$ cat src/shared/port_pkg.sv
package port_pkg;

  // ---------------------------------------------------------------
  // Register map (word offsets in bytes)
  // ---------------------------------------------------------------
  localparam logic [7:0] PE_PULLUP_OFS  = 8'h00;
  localparam logic [7:0] PE_SLEW_OFS    = 8'h04;
  localparam logic [7:0] PE_PULLDN_OFS  = 8'h08;
  localparam logic [7:0] PG_DATA_OFS    = 8'h10;
  localparam logic [7:0] PG_DIR_OFS     = 8'h14;
  localparam logic [7:0] PG_DRIVE_OFS   = 8'h18;

  // ---------------------------------------------------------------
  // Widths and field positions
  // ---------------------------------------------------------------
  localparam int PE_WIDTH        = 8;
  localparam int PG_WIDTH        = 6;
  localparam int PE_INPUT_ONLY   = 1;

  // ---------------------------------------------------------------
  // Reset values
  // ---------------------------------------------------------------
  localparam logic [7:0] PE_PULLUP_RST = 8'h00;
  localparam logic [7:0] PE_SLEW_RST   = 8'h00;
  localparam logic [7:0] PE_PULLDN_RST = 8'h00;
  localparam logic [5:0] PG_DATA_RST   = 6'h00;
  localparam logic [5:0] PG_DIR_RST    = 6'h00;
  localparam logic [5:0] PG_DRIVE_RST  = 6'h00;

  // Bus slave states
  typedef enum logic [0:0] {
    BUS_IDLE,
    BUS_DONE
  } bus_state_t;

endpackage : port_pkg

$ cat src/shared/reg_write_if.sv
// Register write strobes from the bus slave to the register store
interface reg_write_if;
  logic       wrStrobe;
  logic [7:0] wrAddr;
  logic [7:0] wrData;

  modport source (output wrStrobe, output wrAddr, output wrData);
  modport sink   (input  wrStrobe, input  wrAddr, input  wrData);
endinterface : reg_write_if

$ cat src/verilog/avalon_slave.sv
// Avalon-MM slave front end: one wait state, then a one-cycle answer
module avalon_slave
  import port_pkg::*;
(
  input  wire logic        clock,
  input  wire logic        arst_n,
  input  wire logic [7:0]  address,
  input  wire logic        read,
  input  wire logic        write,
  input  wire logic [31:0] writedata,
  input  wire logic [7:0]  rdValue,
  output logic             waitrequest,
  output logic [31:0]      readdata,
  reg_write_if.source      wr
);
  import port_pkg::*;

  bus_state_t stateReg;

  // ---------------------------------------------------------------
  // Handshake
  // ---------------------------------------------------------------
  // Waitrequest high while idle so the request is always seen once
  always_ff @(posedge clock or negedge arst_n) begin
    if (!arst_n) begin
      stateReg    <= BUS_IDLE;
      waitrequest <= 1'b1;
      readdata    <= 32'h0000_0000;
    end else begin
      case (stateReg)
        BUS_IDLE: begin
          if (read || write) begin
            stateReg    <= BUS_DONE;
            waitrequest <= 1'b0;
            readdata    <= {24'h00_0000, rdValue};
          end
        end
        default: begin
          stateReg    <= BUS_IDLE;
          waitrequest <= 1'b1;
        end
      endcase
    end
  end

  // Write lands on the edge the master sees waitrequest low
  assign wr.wrStrobe = write && !waitrequest;
  assign wr.wrAddr   = address;
  assign wr.wrData   = writedata[7:0];

endmodule : avalon_slave

$ cat src/verilog/pin_latch.sv
// Per-pin data latch with direction-steered readback
module pin_latch #(
  parameter int WIDTH = 6
) (
  input  wire logic             clock,
  input  wire logic             arst_n,
  input  wire logic             load,
  input  wire logic [WIDTH-1:0] loadData,
  input  wire logic [WIDTH-1:0] pinLevel,
  input  wire logic [WIDTH-1:0] dirBits,
  output logic      [WIDTH-1:0] latchValue,
  output logic      [WIDTH-1:0] readValue
);

  // Latch takes every bit whatever the direction
  always_ff @(posedge clock or negedge arst_n) begin
    if (!arst_n) begin
      latchValue <= '0;
    end else if (load) begin
      latchValue <= loadData;
    end
  end

  // Output bits read the latch, input bits read the pin
  assign readValue = (dirBits & latchValue) | (~dirBits & pinLevel);

endmodule : pin_latch

$ cat src/verilog/port_pin_control_registers.sv
module port_pin_control_registers
  import port_pkg::*;
#(
  parameter int PE_PINS = port_pkg::PE_WIDTH,
  parameter int PG_PINS = port_pkg::PG_WIDTH
) (
  input  wire logic               clock,
  input  wire logic               arst_n,
  input  wire logic [7:0]         address,
  input  wire logic               read,
  input  wire logic               write,
  input  wire logic [31:0]        writedata,
  output logic      [31:0]        readdata,
  output logic                    waitrequest,
  input  wire logic [PE_PINS-1:0] portEDir,
  input  wire logic [PE_PINS-1:0] portEIntEnable,
  input  wire logic [PE_PINS-1:0] portEEdgeRising,
  output logic      [PE_PINS-1:0] portEPullUpOn,
  output logic      [PE_PINS-1:0] portEPullDownOn,
  output logic      [PE_PINS-1:0] portESlewOn,
  input  wire logic [PG_PINS-1:0] portGPinIn,
  output logic      [PG_PINS-1:0] portGPinOut,
  output logic      [PG_PINS-1:0] portGPinOe,
  output logic      [PG_PINS-1:0] portGHighDrive
);
  import port_pkg::*;

  // ---------------------------------------------------------------
  // Registers
  // ---------------------------------------------------------------
  logic [PE_PINS-1:0] pullupEnable_reg;
  logic [PE_PINS-1:0] slewEnable_reg;
  logic [PE_PINS-1:0] pulldownSelect_reg;
  logic [PG_PINS-1:0] direction_reg;
  logic [PG_PINS-1:0] driveSelect_reg;
  logic [PG_PINS-1:0] dataLatch;
  logic [PG_PINS-1:0] dataRead;
  logic [7:0]         rdValue;

  reg_write_if wrBus ();

  // Write hit on a register offset
  function automatic logic hit(input logic [7:0] ofs);
    return wrBus.wrStrobe && (wrBus.wrAddr == ofs);
  endfunction : hit

  // ---------------------------------------------------------------
  // Bus slave
  // ---------------------------------------------------------------
  avalon_slave busSlave (
    .clock       (clock),
    .arst_n      (arst_n),
    .address     (address),
    .read        (read),
    .write       (write),
    .writedata   (writedata),
    .rdValue     (rdValue),
    .waitrequest (waitrequest),
    .readdata    (readdata),
    .wr          (wrBus.source)
  );

  // Port E pull enable and pull polarity selection
  always_ff @(posedge clock or negedge arst_n) begin
    if (!arst_n) begin
      pullupEnable_reg   <= PE_PULLUP_RST;
      pulldownSelect_reg <= PE_PULLDN_RST;
    end else begin
      if (hit(PE_PULLUP_OFS)) begin
        pullupEnable_reg <= wrBus.wrData[PE_PINS-1:0];
      end
      if (hit(PE_PULLDN_OFS)) begin
        pulldownSelect_reg <= wrBus.wrData[PE_PINS-1:0];
      end
    end
  end

  // Port E slew control; zero at reset, software should still set it
  always_ff @(posedge clock or negedge arst_n) begin
    if (!arst_n) begin
      slewEnable_reg <= PE_SLEW_RST;
    end else if (hit(PE_SLEW_OFS)) begin
      slewEnable_reg <= wrBus.wrData[PE_PINS-1:0];
    end
  end

  // Port G direction and drive strength
  always_ff @(posedge clock or negedge arst_n) begin
    if (!arst_n) begin
      direction_reg   <= PG_DIR_RST;
      driveSelect_reg <= PG_DRIVE_RST;
    end else begin
      if (hit(PG_DIR_OFS)) begin
        direction_reg <= wrBus.wrData[PG_PINS-1:0];
      end
      if (hit(PG_DRIVE_OFS)) begin
        driveSelect_reg <= wrBus.wrData[PG_PINS-1:0];
      end
    end
  end

  // ---------------------------------------------------------------
  // Port G data latch
  // ---------------------------------------------------------------
  pin_latch #(
    .WIDTH (PG_PINS)
  ) dataStore (
    .clock      (clock),
    .arst_n     (arst_n),
    .load       (hit(PG_DATA_OFS)),
    .loadData   (wrBus.wrData[PG_PINS-1:0]),
    .pinLevel   (portGPinIn),
    .dirBits    (direction_reg),
    .latchValue (dataLatch),
    .readValue  (dataRead)
  );

  // Read mux; unmapped offsets read as zero
  always_comb begin
    rdValue = 8'h00;
    if (address == PE_PULLUP_OFS) begin
      rdValue[PE_PINS-1:0] = pullupEnable_reg;
    end else if (address == PE_SLEW_OFS) begin
      rdValue[PE_PINS-1:0] = slewEnable_reg;
    end else if (address == PE_PULLDN_OFS) begin
      rdValue[PE_PINS-1:0] = pulldownSelect_reg;
    end else if (address == PG_DATA_OFS) begin
      rdValue[PG_PINS-1:0] = dataRead;
    end else if (address == PG_DIR_OFS) begin
      rdValue[PG_PINS-1:0] = direction_reg;
    end else if (address == PG_DRIVE_OFS) begin
      rdValue[PG_PINS-1:0] = driveSelect_reg;
    end
  end

  // ---------------------------------------------------------------
  // Pad controls, all registered
  // ---------------------------------------------------------------
  // Port E pulls; output pins force both off, pull-down only with irq edge
  always_ff @(posedge clock or negedge arst_n) begin
    if (!arst_n) begin
      portEPullUpOn   <= '0;
      portEPullDownOn <= '0;
    end else begin
      for (int i = 0; i < PE_PINS; i++) begin
        logic on;
        logic down;
        on   = pullupEnable_reg[i] && !portEDir[i];
        down = portEIntEnable[i] && pulldownSelect_reg[i]
               && portEEdgeRising[i];
        portEPullUpOn[i]   <= on && !down;
        portEPullDownOn[i] <= on && down;
      end
    end
  end

  // Port E slew; input pins and the input-only pin get none
  always_ff @(posedge clock or negedge arst_n) begin
    if (!arst_n) begin
      portESlewOn <= '0;
    end else begin
      portESlewOn <= slewEnable_reg & portEDir;
      portESlewOn[PE_INPUT_ONLY] <= 1'b0;
    end
  end

  // Port G drivers follow direction; drive strength only on outputs
  always_ff @(posedge clock or negedge arst_n) begin
    if (!arst_n) begin
      portGPinOut    <= '0;
      portGPinOe     <= '0;
      portGHighDrive <= '0;
    end else begin
      portGPinOut    <= dataLatch;
      portGPinOe     <= direction_reg;
      portGHighDrive <= driveSelect_reg & direction_reg;
    end
  end

  // ---------------------------------------------------------------
  // Checks
  // ---------------------------------------------------------------
  pull_out_off_a: assert property (@(posedge clock) disable iff (!arst_n)
    portEDir == $past(portEDir) |=> (portEPullUpOn & $past(portEDir)) == '0
  ) else $error("pull on for output pin");

  pullup_follows_a: assert property (@(posedge clock) disable iff (!arst_n)
    (!portEDir[0] && !portEIntEnable[0] && pullupEnable_reg[0]) |=> portEPullUpOn[0]
  ) else $error("pull-up not applied");

  pulldown_gate_a: assert property (@(posedge clock) disable iff (!arst_n)
    !(portEIntEnable[0] && portEEdgeRising[0]) |=> !portEPullDownOn[0]
  ) else $error("pull-down without interrupt setup");

  slew_input_a: assert property (@(posedge clock) disable iff (!arst_n)
    1'b1 |=> (portESlewOn & ~$past(portEDir)) == '0
  ) else $error("slew on input pin");

  slew_bit1_a: assert property (@(posedge clock) disable iff (!arst_n)
    !portESlewOn[PE_INPUT_ONLY]
  ) else $error("slew on input-only pin");

  data_drive_a: assert property (@(posedge clock) disable iff (!arst_n)
    hit(PG_DATA_OFS) |=> ##1 portGPinOut == $past(wrBus.wrData[PG_PINS-1:0], 2)
  ) else $error("latched data not driven");

  dir_enable_a: assert property (@(posedge clock) disable iff (!arst_n)
    hit(PG_DIR_OFS) |=> ##1 portGPinOe == $past(wrBus.wrData[PG_PINS-1:0], 2)
  ) else $error("driver enable wrong");

  drive_input_a: assert property (@(posedge clock) disable iff (!arst_n)
    1'b1 |=> (portGHighDrive & ~$past(direction_reg)) == '0
  ) else $error("high drive on input");

  read_mix_a: assert property (@(posedge clock) disable iff (!arst_n)
    address == PG_DATA_OFS |-> rdValue[PG_PINS-1:0] ==
      ((direction_reg & dataLatch) | (~direction_reg & portGPinIn))
  ) else $error("data read mix wrong");

endmodule : port_pin_control_registers
$ cat config.mk
export PLATFORM = sky130hd
export DESIGN_NAME = port_pin_control_registers
export DESIGN_NICKNAME = d
export VERILOG_FILES = /design/src/shared/port_pkg.sv /design/src/shared/reg_write_if.sv /design/src/verilog/avalon_slave.sv /design/src/verilog/pin_latch.sv /design/src/verilog/port_pin_control_registers.sv
export SDC_FILE = /design/constraint.sdc
export NUM_CORES = 1
export LEC_CHECK = 0
export ABC_AREA = 1
export BUFFER_PORTS_ARGS = -buffer_cell sky130_fd_sc_hd__buf_2
export CORE_UTILIZATION = 53
export CTS_CLUSTER_SIZE = 14
export DETAILED_ROUTE_END_ITERATION = 7
export HOLD_SLACK_MARGIN = 0.12
export PLACE_DENSITY = 0.95
export REMOVE_ABC_BUFFERS = 1
export SLEW_MARGIN = 20
export SYNTH_ARGS = -nofsm -noshare
export SYNTH_HDL_FRONTEND = slang
export SYNTH_SLANG_ARGS = --single-unit
$ cat constraint.sdc
create_clock -name clock -period 3.2 [get_ports clock]
set_clock_uncertainty 0.2 [all_clocks]
set_input_delay 0.32 -clock clock [delete_from_list [all_inputs] [get_ports clock]]
set_output_delay 0.32 -clock clock [all_outputs]
set_load 0.01 [all_outputs]
==> results.cfg, run 1 <==
[status]
outcome = complete, no violations

[pwr]
irDropWorstVdd_v = 0.000260
p_leak_nw = 2.95
p_per_area_nw_per_um2 = 436
p_total_mw = 2.25

[sta]
layout_min_cycle_time_ns = 1.75
max_slew_margin_pct = 45.1
slew_violations = 0
period_share_pct = 54.5
setup_ws_ns = 1.45
max_clock_freq_mhz = 573
rsz0062_at_grt = false
tightest_slew_ns = 0.824
setup_viol = 0
fin_setup_tns_ns = 0
finalHoldViolCount = 0

[place]
dpl_worst_slack_ns = 1.24
place_area_um2 = 4590
place.gp.congestion = 0.814
dpl.hpwl_um = 6260
port_buffers = 99

[worst_setup_path]
critical_path_class = flop to flop
critPathBufInv = 0
crit_required_ns = 3.24
worstSetupEndpointType = flop
cp_cell_sequence = nor2_4, nand3_1, nand2_1, o21ai_1
start_kind = flop
worst_ep_arrival_time_ns = 1.78
cpLargestDelayFamily = simple AND/OR/NAND/NOR gates
path_max_fanout = 12
max_stage_delay_ns = 0.46
cpMaxStageDelayCell = nand3_1

[grt]
gr-usage-all-layers_pct = 25.6
grt_pass1_wl_um = 16300
antenna_found_initial = 0
grt_max_degree = 94
grt_pass1_vias = 3439
grt.overflow.total = 0

[floorplanning]
rows = 31
pin_count = 149
fp.coreArea_um2 = 7370
die_w_um = 90.1
start_util_pct = 55.8
die_area_um2 = 8110
die_y_um = 90.1

[layout]
multiInputGateArea_um2 = 1400
ff_latch_area_um2 = 2330
final_cell_area_um2 = 5160
layout.nets = 650
nFillCells = 538
num_antenna_cells = 0
area_delta_synth_final_pct = 25.4
drive_gt1_share_pct = 27.9

[drt]
drc = 0
drt-initial-drc-count = 275
wl_per_cell_um = 14.3
ant_nets = 0
vias = 3494
dr.pass1.iters = 5
wl_um = 9740
via_per_inst = 5.14

[synthesis]
synth.distinct_cells = 26
synthArstFlopShare_pct = 100
yosysTopAreaCellShare_pct = 56.0
yosysSeqAreaShare_pct = 56.7
synth_area_per_cell_um2 = 9.41
ys_ff_latch = 93
syn_area_um2 = 4110
yosys_warnings = 0
synth-main-ff-cell = dfrtp_1
synthCells = 437
synth_area_leaders = dfrtp_1, nand2_1, buf_4
ys_top_cells_by_count = nand2_1, dfrtp_1, inv_1
synth_edf_count = 0
yosysTopAreaCell = dfrtp_1
yosysMostFrequentCell = nand2_1

[clocking]
clock-sinks = 93
cts-buffers-inserted = 9
htree_levels = 3
cts_tree = yes
root_buffer = clkbuf_8
cts_buffer_depth = 2
cts.clk_slew.worst_paths_ns = 0.09
clkLatencyLatePin_ns = 0.36

[run]
cap_violations = 0

[min_path]
hp-class = input port to flop
## area by class of cell
class,count,area share [%]
repair buffers,137,17.1
flip-flops and latches,93,45.2
clock inverters,5,0.971
multi-input cells,275,27.2
inverters,60,4.44
well taps,99,2.40
clock buffers,11,2.74
## layout by cell type (no fill, tap or decap)
cell and count:
a21oi_1 10, buf_2 98, inv_2 8, clkbuf_1 1, inv_1 50, conb_1 25
inv_4 1, nand3_2 1, o21ai_2 16, nand3_1 30, bufinv_16 1, o2111ai_1 6
dfstp_2 1, clkbuf_8 10, nand2_1 103, dlygate4sd3_1 37, nand3_4 1, buf_6 1
nand2_2 6, nand2_4 4, nor3_1 8, nor2_8 4, dfrtp_1 92, o21ai_1 27
nor2_4 4, buf_4 1, nor2_1 24, o21ai_0 6, clkinv_2 5
## power by group
| group | internal [mW] | total [mW] | switching [mW] |
|---|---|---|---|
| combinational | 0.0849 | 0.232 | 0.147 |
| sequential | 1.21 | 1.24 | 0.0278 |
| clock | 0.378 | 0.772 | 0.395 |
| total | 1.68 | 2.25 | 0.570 |
## routing by layer
layer	track usage, %	routed length (um)	up-vias
met5	0	0	-
met4	13.6	338	0
met3	5.92	765	33
met2	44.2	4870	216
met1	29.6	3770	1630
li1	-	-	1615
## cells by family (layout without fill, tap and decap cells)
kind of cell	count (synthesis)	count (layout)	synth area share [%]
and+or+nand+nor	185	185	21.9
DFF	93	93	56.7
buffers and inverters	93	213	11.4
AOI/OAI and AO/OA	65	65	9.92
other	1	25	0.0912
## what timing repair did
action | in CTS | in global routing
endpoints found under the hold margin | 123 | 0
setup buffers | 0 | 0
hold buffers | 37 | 0
gates resized for setup | 0 | 0
## worst register-to-register path, cell delays in order (launching register included)
cell     delay (ns)
dfstp_2        0.40
nor2_4         0.28
nand3_1        0.47
nand2_1        0.19
o21ai_1        0.08
## worst paths after layout
path                                                     start                             endpoint  slack [ns]  depth (start not counted)
setup / recovery              busSlave.waitrequest$_DFFE_PN1P_  dataStore.latchValue[0]$_DFFE_PN0P_        1.45                          4
hold / removal                                    writedata[4]    pulldownSelect_reg[4]$_DFFE_PN0P_        0.14                          3
setup reg to reg              busSlave.waitrequest$_DFFE_PN1P_  dataStore.latchValue[0]$_DFFE_PN0P_        1.45                          4
hold reg to reg            dataStore.latchValue[1]$_DFFE_PN0P_             portGPinOut[1]$_DFF_PN0_        0.21                          0
max in group asynchronous                               arst_n          portGHighDrive[2]$_DFF_PN0_        1.83                          2
min in group asynchronous                               arst_n              portGPinOe[4]$_DFF_PN0_        0.38                          2
## stage by stage
stage          cells  hold WS (ns)  util (%)
2_1_floorplan    428        -0.176         -
6_report         680         0.137      70.0
5_1_grt          680         0.163      70.0
4_1_cts          680         0.124      69.9
3_3_place_gp     627         0.185      62.3
3_5_place_dp     627         0.189      62.3
Note: power is estimated with default switching activity, not from simulation.
==> inputs of run 2 (changes only) <==
--- a/config.mk
+++ b/config.mk
@@ -7,11 +7,11 @@
 export LEC_CHECK = 0
 export ABC_AREA = 1
 export BUFFER_PORTS_ARGS = -buffer_cell sky130_fd_sc_hd__buf_2
-export CORE_UTILIZATION = 53
+export CORE_UTILIZATION = 49
 export CTS_CLUSTER_SIZE = 14
 export DETAILED_ROUTE_END_ITERATION = 7
 export HOLD_SLACK_MARGIN = 0.12
-export PLACE_DENSITY = 0.95
+export PLACE_DENSITY = 0.89
 export REMOVE_ABC_BUFFERS = 1
 export SLEW_MARGIN = 20
 export SYNTH_ARGS = -nofsm -noshare
==> constraint.sdc (replaced) <==
create_clock -name clock -period 1.8 [get_ports clock]
set_clock_uncertainty 0.2 [all_clocks]
set_input_delay 0.18 -clock clock [delete_from_list [all_inputs] [get_ports clock]]
set_output_delay 0.18 -clock clock [all_outputs]
set_load 0.01 [all_outputs]
==> run 2 against run 1 <==
Clock power up 48%; worst setup slack worse by 1.3 ns; utilization down 5.4 points; via count down 4.1%; non-clock buffer count up 15; clock-buffer cell count up 1; register-to-register slack worse by 1.2 ns; worst hold slack worse by 0.0030 ns; combinational power up 84%.
==> results.cfg, run 2 (synthesis results as in run 1) <==
[status]
outcome = complete, no violations

[grt]
gr-usage-all-layers_pct = 22.5
grt_pass1_wl_um = 14800
met3_usage_pct = 4.39
grt.overflow.total = 0
grt_util_met2_pct = 38.7
top_usage_layer = met2
grt_max_degree = 38
antenna_found_initial = 0
met1_usage_pct = 26.9
grt_pass1_vias = 3255

[clocking]
clock-sinks = 93
root_buffer = clkbuf_8
clkLatencyLatePin_ns = 0.36
htree_levels = 3
post_cts_buffers = 0
cts_buffer_depth = 2
cts.clk_slew.worst_paths_ns = 0.08
cts_tree = yes
cts-buffers-inserted = 9

[worst_setup_path]
path_max_fanout = 37
cp_cell_sequence = dlygate4sd3_1, dlygate4sd3_1, buf_4, buf_12
start_kind = input port
regToRegSetupSlack_ns = 0.23
reg2reg_depth = 3
max_stage_delay_ns = 0.54
crit_required_ns = 2.15
startpoint = arst_n
r2r_start = pullupEnable_reg[7]$_DFFE_PN0P_
cpMaxStageDelayCell = dlygate4sd3_1
path_common_cell = dlygate4sd3_1
critical_path_class = input port to asynchronous set/reset pin
worstSetupEndpointType = asynchronous set/reset pin
r2r-end = portEPullDownOn[7]$_DFF_PN0_
worst_ep_arrival_time_ns = 1.95

[floorplanning]
rows = 33
die_y_um = 93.6
start_util_pct = 50.3
die_w_um = 93.6
fp.coreArea_um2 = 8180
die_area_um2 = 8760
pin_count = 149

[place]
place.gp.congestion = 0.831
dp.cells = 641
dpl.hpwl_um = 6180
port_buffers = 99

[min_path]
hp-start = portGPinIn[2]
hp-class = input port to flop
min_to = busSlave.readdata[2]$_DFFE_PN0P_
min_path_cells = 7

[pwr]
p_leak_nw = 2.99
p_per_area_nw_per_um2 = 715
p_total_mw = 3.77
irDropWorstVdd_v = 0.000412

[drt]
drc = 0
drt-initial-drc-count = 156
via_per_inst = 4.79
vias = 3351
dr.pass1.iters = 4
wl_per_cell_um = 13.0
wl_um = 9070
ant_nets = 0

[layout]
layout.nets = 665
drive_gt1_share_pct = 28.1
area_delta_synth_final_pct = 28.4
layout.cells.most_common = nand2_1
layout_common_cells = nand2_1, buf_2, dfrtp_1
num_antenna_cells = 0
finalNonFillerCells = 699

[sta]
slew_violations = 0
max_clock_freq_mhz = 623
period_share_pct = 89.1
fin_setup_tns_ns = 0
setup_viol = 0
rsz0062_at_grt = false
finalHoldViolCount = 0
layout_min_cycle_time_ns = 1.60

[run]
cap_violations = 0
[run 2: worst max-delay path, delay by kind of cell]
kind | cells | cell delay, ns
buf+inv | 4 | 1.73
[run 2: per-stage QoR]
| stage | utilization (%) | worst slack, ns | hold slack, ns | area, um2 |
|---|---|---|---|---|
| 4_1_cts | 64.5 | 0.0951 | 0.125 | 5270 |
| 3_5_place_dp | 57.3 | 0.176 | -0.0413 | 4680 |
| 2_1_floorplan | - | 0.379 | -0.316 | 3960 |
| 6_report | 64.5 | 0.196 | 0.134 | 5280 |
| 5_1_grt | 64.5 | 0.0645 | 0.153 | 5280 |
| 3_3_place_gp | 57.3 | 0.203 | -0.0475 | 4680 |
[run 2: area by class of cell]
type,count,area (um2)
well taps,105,131
clock buffers,12,135
inverters,60,229
fillers,657,2900
multi-input cells,275,1410
repair buffers,152,1030
flip-flops and latches,93,2330
clock inverters,2,12.5
[run 2: worst max path at each step]
stage | endpoint | slack [ns] | cells past startpoint
after detailed placement | pullupEnable_reg[1]$_DFFE_PN0P_ | 0.18 | 9
after global placement | direction_reg[3]$_DFFE_PN0P_ | 0.20 | 7
after floorplan | dataStore.latchValue[0]$_DFFE_PN0P_ | 0.38 | 4
after global routing | busSlave.readdata[1]$_DFFE_PN0P_ | 0.06 | 4
after CTS | driveSelect_reg[1]$_DFFE_PN0P_ | 0.1 | 7
final | slewEnable_reg[5]$_DFFE_PN0P_ | 0.20 | 4
[run 2: repair_timing]
| item | CTS | global route |
|---|---|---|
| endpoints found under the hold margin | 166 | 0 |
| gates resized for setup | 0 | 1 |
| hold buffers | 44 | 0 |
| setup endpoints to repair | 0 | 6 |
[run 2: routing by layer]
| metal | part of all wire [%] | up-vias |
|---|---|---|
| li1 | - | 1642 |
| met1 | 40 | 1574 |
| met2 | 52 | 116 |
| met3 | 5.3 | 19 |
| met4 | 2.8 | 0 |
| met5 | 0 | - |
[run 2: where the power goes]
| part | internal (mW) | leakage, nW | switching (mW) |
|---|---|---|---|
| Clock | 0.486 | 0.0723 | 0.653 |
| Sequential | 2.16 | 1.28 | 0.0482 |
| Combinational | 0.172 | 1.64 | 0.256 |
| Total | 2.82 | 2.99 | 0.957 |
